`config.mk`:
```
export PLATFORM = sky130hd
export DESIGN_NAME = fpus_top
export DESIGN_NICKNAME = d
export VERILOG_FILES = /design/src/include/fpus_pkg.sv /design/src/logic/fpus_top.sv /design/src/logic/fpus_sync.sv
export SDC_FILE = /design/constraint.sdc
export NUM_CORES = 1
export LEC_CHECK = 0
export BUFFER_PORTS_ARGS = -buffer_cell sky130_fd_sc_hd__clkbuf_2
export CORE_MARGIN = 4
export CORE_UTILIZATION = 45
export DETAILED_ROUTE_END_ITERATION = 10
export GPL_TIMING_DRIVEN = 0
export PLACE_DENSITY = 0.63
export SLEW_MARGIN = 20
export SYNTH_ARGS = -nofsm -noshare
export SYNTH_HDL_FRONTEND = slang
export SYNTH_SLANG_ARGS = --single-unit
```
`constraint.sdc`:
```
create_clock -name clk_sys -period 1.5 [get_ports clk_sys]
set_input_delay 0.15 -clock clk_sys [delete_from_list [all_inputs] [get_ports clk_sys]]
set_output_delay 0.15 -clock clk_sys [all_outputs]
set_load 0.01 [all_outputs]
```
`src/include/fpus_pkg.sv`:
```
// constants and types for the flash power-up sequencer
package fpus_pkg;
	// clock rate of clk_sys in kHz
	localparam int unsigned CLK_KHZ = 25000;
	// read wait after supply valid, microseconds
	localparam int unsigned READ_WAIT_AFTER_SUPPLY_US = 70;
	// read wait in cycles, a least time, rounded up
	localparam int unsigned READ_WAIT_CYCLES = (READ_WAIT_AFTER_SUPPLY_US * CLK_KHZ + 999) / 1000;
	// program/erase wait after power-up, milliseconds
	localparam int unsigned WRITE_WAIT_AFTER_POWERUP_MS = 3;
	// write wait in cycles, a longest time, an exact product with no rounding
	localparam int unsigned WRITE_WAIT_CYCLES = WRITE_WAIT_AFTER_POWERUP_MS * CLK_KHZ;
	// width of the power-up counter
	localparam int unsigned CNT_W = 17;
	// spi mode codes
	localparam logic MODE_0 = 1'b0;
	localparam logic MODE_3 = 1'b1;
	// sequencer states
	typedef enum logic [1:0] {
		FPUS_POR = 2'b00,
		FPUS_WAIT = 2'b01,
		FPUS_STANDBY = 2'b10,
		FPUS_ACTIVE = 2'b11
	} fpus_state_t;
endpackage : fpus_pkg

```
`src/logic/fpus_top.sv`:
```
// power-on and reset entry sequencer for the serial flash interface
module fpus_top
	import fpus_pkg::*;
#(
	parameter int unsigned WRITE_WAIT = WRITE_WAIT_CYCLES,
	parameter int unsigned READ_WAIT = READ_WAIT_CYCLES
) (
	input wire logic clk_sys,
	input wire logic rst_n,
	input wire logic supply_ok,
	input wire logic chip_select_n,
	input wire logic sck,
	input wire logic core_so_out,
	input wire logic core_so_drive,
	output logic so_out,
	output logic so_oe_n,
	output logic cmd_enable,
	output logic read_allowed,
	output logic prog_erase_allowed,
	output logic spi_mode,
	output logic standby,
	output logic active
);
	import fpus_pkg::*;

	// reset release copy
	logic rst_m_r;
	logic rst_s_r;

	// synchronised pins
	// each lags its pin by four clk_sys edges: three stages plus the agreement register
	logic cs_n_s;
	logic sck_s;
	logic supply_s;

	// state
	// state and counters of the sequencer, all registered on clk_sys
	fpus_state_t state_r;
	fpus_state_t state_nxt;
	logic [CNT_W-1:0] cnt_r;
	logic [CNT_W-1:0] cnt_nxt;
	logic cs_prev_r;
	logic cs_prev_nxt;
	logic armed_r; // a select fall has been seen since reset
	logic armed_nxt;
	logic mode_r;
	logic mode_nxt;
	// output pad registers
	logic so_r;
	logic so_nxt;
	logic oe_n_r;
	logic oe_n_nxt;
	// read window flag
	logic rd_ok_r;
	logic rd_ok_nxt;

	// two-flop release of the asynchronous reset
	// the release is taken in the clk_sys domain so every flop below
	// leaves reset on the same edge; assertion stays asynchronous
	always_ff @(posedge clk_sys or negedge rst_n) begin
		if (!rst_n) begin
			rst_m_r <= 1'b0;
			rst_s_r <= 1'b0;
		end else begin
			rst_m_r <= 1'b1;
			rst_s_r <= rst_m_r;
		end
	end

	// pin synchronisers; select idles high, clock idles low
	// all pins pass the same chain, so select and clock stay aligned
	// and the mode sample on a select fall sees a clock level of the same age
	fpus_sync #(.INIT(1'b1)) u_cs (
		.clk(clk_sys),
		.rst_n(rst_s_r),
		.din(chip_select_n),
		.dout(cs_n_s)
	);
	// clock level is only ever read as a level, never as an edge
	fpus_sync #(.INIT(1'b0)) u_sck (
		.clk(clk_sys),
		.rst_n(rst_s_r),
		.din(sck),
		.dout(sck_s)
	);
	// supply indicator; a dip of two clk_sys cycles or more lands in por once stages agree, a one-cycle dip is filtered
	fpus_sync #(.INIT(1'b0)) u_sup (
		.clk(clk_sys),
		.rst_n(rst_s_r),
		.din(supply_ok),
		.dout(supply_s)
	);

	// counter saturation check used for both waits
	// greater-or-equal keeps the wait safe should the counter overshoot;
	// the limit is cut to the counter width on purpose
	function automatic logic reached(input logic [CNT_W-1:0] c, input int unsigned lim);
		reached = (c >= lim[CNT_W-1:0]);
	endfunction : reached

	// sequencer next state
	always_comb begin
		state_nxt = state_r;
		cnt_nxt = cnt_r;
		cs_prev_nxt = cs_n_s;
		armed_nxt = armed_r;
		mode_nxt = mode_r;
		rd_ok_nxt = rd_ok_r;
		// defaults hold every register except cs_prev_r, which follows select; the state, a select fall and supply loss move the rest
		case (state_r)
			FPUS_POR: begin
				// held in reset while supply is low: nothing responds
				// counter and flags restart from zero on every ramp-up
				cnt_nxt = '0;
				armed_nxt = 1'b0;
				rd_ok_nxt = 1'b0;
				if (supply_s) begin
					state_nxt = FPUS_WAIT;
				end
			end
			FPUS_WAIT: begin
				// count saturates at the limit so the decision below stays stable
				if (!reached(cnt_r, WRITE_WAIT)) begin
					cnt_nxt = cnt_r + 1'b1;
				end
				// read window mirrors the host's own wait, for visibility only
				if (reached(cnt_r, READ_WAIT)) begin
					rd_ok_nxt = 1'b1;
				end
				if (reached(cnt_r, WRITE_WAIT)) begin
					// delay over: pick standby or active from select level
					state_nxt = cs_n_s ? FPUS_STANDBY : FPUS_ACTIVE;
				end
			end
			FPUS_STANDBY: begin
				// once the wait is over, select level moves the state, except that supply loss below sends it to por
				if (!cs_n_s) begin
					state_nxt = FPUS_ACTIVE;
				end
			end
			FPUS_ACTIVE: begin
				// raising select ends the active state at once
				if (cs_n_s) begin
					state_nxt = FPUS_STANDBY;
				end
			end
			default: begin
				// an unused code falls back to por rather than hanging
				state_nxt = FPUS_POR;
			end
		endcase
		// select falling edge: sample idle clock level for mode
		// ignored in por so a select made during ramp-up cannot arm
		// the interface before the device has come out of reset
		if (state_r != FPUS_POR && cs_prev_r && !cs_n_s) begin
			mode_nxt = sck_s ? MODE_3 : MODE_0;
			armed_nxt = 1'b1;
		end
		// supply loss drops straight back into reset
		// this overrides any state change above, including the end of the wait
		if (!supply_s) begin
			state_nxt = FPUS_POR;
		end
	end

	// output pin next values; floats until armed and core drives
	// the pad is released whenever select is high, so a host that
	// deselects mid-transfer never sees the pin fight its pull-up
	always_comb begin
		so_nxt = 1'b0;
		oe_n_nxt = 1'b1;
		if (armed_r && !cs_n_s && state_r != FPUS_POR && core_so_drive) begin
			// drive only inside an armed frame
			so_nxt = core_so_out;
			oe_n_nxt = 1'b0;
		end
	end

	// register all sequencer state
	// reset values match the idle levels of the pins, so no false
	// select edge appears when the internal reset lets go
	always_ff @(posedge clk_sys or negedge rst_s_r) begin
		if (!rst_s_r) begin
			state_r <= FPUS_POR;
			cnt_r <= '0;
			cs_prev_r <= 1'b1;
			armed_r <= 1'b0;
			mode_r <= MODE_0;
			so_r <= 1'b0;
			oe_n_r <= 1'b1;
			rd_ok_r <= 1'b0;
		end else begin
			// every register moves on every edge; no enable
			state_r <= state_nxt;
			cnt_r <= cnt_nxt;
			cs_prev_r <= cs_prev_nxt;
			armed_r <= armed_nxt;
			mode_r <= mode_nxt;
			so_r <= so_nxt;
			oe_n_r <= oe_n_nxt;
			rd_ok_r <= rd_ok_nxt;
		end
	end

	// command gate: a fall must have been seen and reset left
	// the gate opens one cycle after a synced fall, so the mode register
	// already holds the clock level sampled on that very fall
	assign cmd_enable = armed_r && !cs_prev_r && !cs_n_s && (state_r != FPUS_POR);
	assign prog_erase_allowed = cmd_enable && (state_r != FPUS_WAIT);
	// limitation: the read window is an indication only; reads are not gated
	assign read_allowed = rd_ok_r;
	assign so_out = so_r;
	assign so_oe_n = oe_n_r;
	assign spi_mode = mode_r;
	assign standby = (state_r == FPUS_STANDBY);
	assign active = (state_r == FPUS_ACTIVE);
endmodule : fpus_top

```
`src/logic/fpus_sync.sv`:
```
// three-stage synchroniser with agreement filter for pin inputs
module fpus_sync #(
	parameter logic INIT = 1'b1
) (
	input wire logic clk,
	input wire logic rst_n,
	input wire logic din,
	output logic dout
);
	logic s1_r;
	logic s2_r;
	logic s3_r;
	logic dout_r;
	logic dout_nxt;
	// only change when the second and third stage agree; first stage feeds nothing else
	always_comb begin
		dout_nxt = dout_r;
		if (s2_r == s3_r) begin
			dout_nxt = s2_r;
		end
	end
	// register the chain
	always_ff @(posedge clk or negedge rst_n) begin
		if (!rst_n) begin
			s1_r <= INIT;
			s2_r <= INIT;
			s3_r <= INIT;
			dout_r <= INIT;
		end else begin
			s1_r <= din;
			s2_r <= s1_r;
			s3_r <= s2_r;
			dout_r <= dout_nxt;
		end
	end
	assign dout = dout_r;
endmodule : fpus_sync

```
==> results.sh <==
export IMPL_period_share_pct=119
export IMPL_place_port_buffers=14
export IMPL_grt_first_pass_wirelength_um=6860
export IMPL_dpl_hpwl_um=2530
export IMPL_run_status="complete, but fails checks"
export IMPL_critPathKind="reg2reg"
export IMPL_largest_reg_flops=17
export IMPL_final_cells=275
export IMPL_row_count=22
export IMPL_layout_nets=235
export IMPL_setup_violations=22
export IMPL_ir_worst_vdd_mv=0.707
export IMPL_grtUsageTotal_pct=17.1
export IMPL_switching_share_pct=29.7
export IMPL_dp_cells=230
export IMPL_cts_root_buf="clkbuf_8"
export IMPL_start_kind="flip-flop"
export IMPL_clk_pin_slew_worst_paths_ns=0.08
export IMPL_fmax_ghz=0.558
export IMPL_hold_path_class="in2reg"
export IMPL_synthCells=167
export IMPL_dieArea_um2=4990
export IMPL_wl_per_cell_um=16.9
export IMPL_failed_checks="setup timing"
export IMPL_power_switching_w=0.000786
export IMPL_largest_register="cnt_r"
export IMPL_async_flop_share_pct=100
export IMPL_synth_seq_cells=39
export IMPL_timing_setup_tns_ns=-3.25
export IMPL_clock_skew_ns=0.00606
export IMPL_crit_path_start="cnt_r[15]"
export IMPL_gp_congestion=0.901
export IMPL_p_comb_share_pct=25.0
export IMPL_fin_crit_ns=1.79
export IMPL_synth_cell_types=45
export IMPL_synth_area_per_cell_um2=10.6
export IMPL_postLayoutCellArea_um2=2620
export IMPL_crit_path_end_kind="flip-flop"
export IMPL_coreArea_um2=3720
export IMPL_syn_area_um2=1770
export IMPL_pre_cts_ws_ns=-0.388
export IMPL_clock_sinks=39
export IMPL_die_h_um=70.7
export IMPL_p_seq_share_pct=46.8
export IMPL_post_route_drc_count=0
export IMPL_post_dp_cell_area_um2=1970
export IMPL_start_util_pct=47.5
export IMPL_wirelength_um=4640
export IMPL_worst_ep_arrival_time_ns=2.01
export IMPL_grt_pass1_vias=1443
export IMPL_ctsLongestPathBuffers=2
export IMPL_fin_ws_ns=-0.291
export IMPL_reg_largest_list="cnt_r: 17 flops, state_r: 2 flops"
export IMPL_hp_start="core_so_drive"
export IMPL_hold_viol_final=0
export IMPL_first_pass_iters=5
export IMPL_antenna_found_initial=0
export IMPL_vias_per_cell=5.73
export IMPL_critPathMaxFanout=3
export IMPL_p_leak_nw=1.14
export IMPL_die_w_um=70.7
export IMPL_drv_slew=0
export IMPL_syn2layout_area_growth_pct=48.5
export IMPL_required_ns=1.72
export IMPL_rsz0062_at_grt="true"
export IMPL_cts_tree="built"
export IMPL_reg2reg_from="cnt_r[15]"
export IMPL_p_per_area_nw_per_um2=1010
export IMPL_synth_edf_count=0
export IMPL_ys_seq_area_share_pct=55.7
export IMPL_gr_total_overflow=0
export IMPL_synth_ff_type="dfrtp_1"
export IMPL_ys_warn_count=0
export IMPL_htreeDepth=2
export IMPL_synth_nets=176
export IMPL_io_pin_count=15
export IMPL_timing_hold_ws_ns=0.0608
export IMPL_p_int_w=0.00186
export IMPL_grt_max_degree=21
export IMPL_vias=1576
export IMPL_insertedDiodeCount=0
export IMPL_pwr_share_clk_pct=28.3
export IMPL_numCtsBuffers=5
export IMPL_drtIter0Drc=134
export IMPL_maxCapViolations=0
export IMPL_final_antenna_net_count=0
export IMPL_clk_latency_ns=0.29
export IMPL_drive_above_1_share_pct=48.9
-- area by class of cell --
| type | instances | area, um^2 |
|---|---|---|
| fillers | 247 | 1090 |
| flip-flops and latches | 39 | 990 |
| multi-input cells | 120 | 958 |
| repair buffers | 52 | 437 |
| clock buffers | 6 | 82.6 |
| plain buffers | 4 | 62.6 |
| well taps | 48 | 60.1 |
| inverters | 4 | 17.5 |
| clock inverters | 2 | 16.3 |
-- cell usage after synthesis, types with 2 or more instances --
cell type,n,area (um^2)
maj3_1,3,30.0
o21ai_0,4,20.0
ha_1,2,25.0
or4_1,3,22.5
a21oi_1,7,35.0
or3_1,4,25.0
mux2i_1,2,20.0
nor4_1,4,25.0
o211ai_1,2,15.0
and2_1,5,31.3
inv_1,4,15.0
nand3_1,10,50.1
a21boi_0,2,15.0
mux2_2,2,22.5
nand4_1,3,18.8
a221o_1,4,40.0
o31ai_1,2,15.0
nor2b_1,2,12.5
o21ai_1,2,10.0
o21a_1,2,15.0
nor2_1,16,60.1
xnor2_1,3,26.3
dfrtp_1,33,826
dfstp_2,6,158
nor3_1,6,30.0
nand2_1,11,41.3
buf_2,3,15.0
and3_1,3,18.8
-- critical path: stages, from the launching register on --
cell     delay [ns]
dfrtp_2        0.46
o21ai_4        0.18
nand2_4        0.09
or4_4          0.53
or3_1          0.33
a21oi_2        0.12
-- placed cells by master (no fill, tap or decap), types with 3 or more instances in the layout --
master and count:
and2_1 5, nand4_1 3, dfrtp_1 28, a21oi_2 4, buf_4 24, dlygate4sd3_1 4, clkbuf_2 13, nor2_4 3
o21ai_0 3, nor3_1 4, dfstp_2 6, a221o_1 4, xnor2_1 3, buf_6 9, nor2_1 12, a21oi_1 3
or4_4 3, nand2_1 9, dfrtp_2 5, maj3_1 3, and3_4 4, clkbuf_8 6, or3_1 3, nand3_1 9
-- through the flow --
| stage | util, % | total power [W] |
|---|---|---|
| detailed placement | 53.0 | 0.00158 |
| global route | 70.6 | 0.00278 |
| global placement | 52.2 | 0.00156 |
| finish | 70.6 | 0.00265 |
| CTS | 64.2 | 0.00251 |
| floorplan | - | 0.00146 |
-- final timing paths --
kind	to	slack [ns]	depth (start not counted)
setup / recovery	cnt_r[14]	-0.29	5
hold / removal	so_oe_n	0.06	2
setup reg to reg	cnt_r[14]	-0.29	5
hold reg to reg	u_sup.s3_r	0.22	0
max in group asynchronous	so_oe_n	0.75	1
min in group asynchronous	rst_s_r	0.17	2
-- logic make-up (layout without fill, tap and decap cells) --
group / Yosys count / after routing / share of synthesized area (%)
AND/OR/NAND/NOR: 77 / 77 / 23.7
flip-flops: 39 / 39 / 55.7
AO/OA/AOI/OAI: 30 / 30 / 11.5
buffers and inverters: 8 / 68 / 1.91
adder cells (fa/ha/maj): 5 / 5 / 3.12
multiplexers: 4 / 4 / 2.41
XOR/XNOR: 3 / 3 / 1.49
other: 1 / 1 / 0.212
-- routing by layer --
layer,global-route usage [%],vias to the layer above,part of all wire [%]
met3,3.69,11,5.5
met1,22.3,785,41
met4,6.47,0,2.1
met2,28.2,56,51
met5,0,-,0
li1,-,724,-
-- power by group through the flow --
stage	logic, W	clock network [W]	registers, W
6_report	0.000662	0.000749	0.00124
5_1_grt	0.000710	0.000819	0.00125
4_1_cts	0.000494	0.000780	0.00123
3_5_place_dp	0.000323	0	0.00126
3_3_place_gp	0.000297	0	0.00126
2_1_floorplan	0.000208	0	0.00125
-- repair_timing --
item                                    in CTS  in global routing
resized for setup                           30                 33
hold buffers                                 4                  0
buffers inserted                            20                 14
endpoints found under the hold margin        5                  0
pin swaps                                   12                 12
endpoints found under the setup margin      22                 23
No activity file was read; power rests on OpenSTA's default activity.
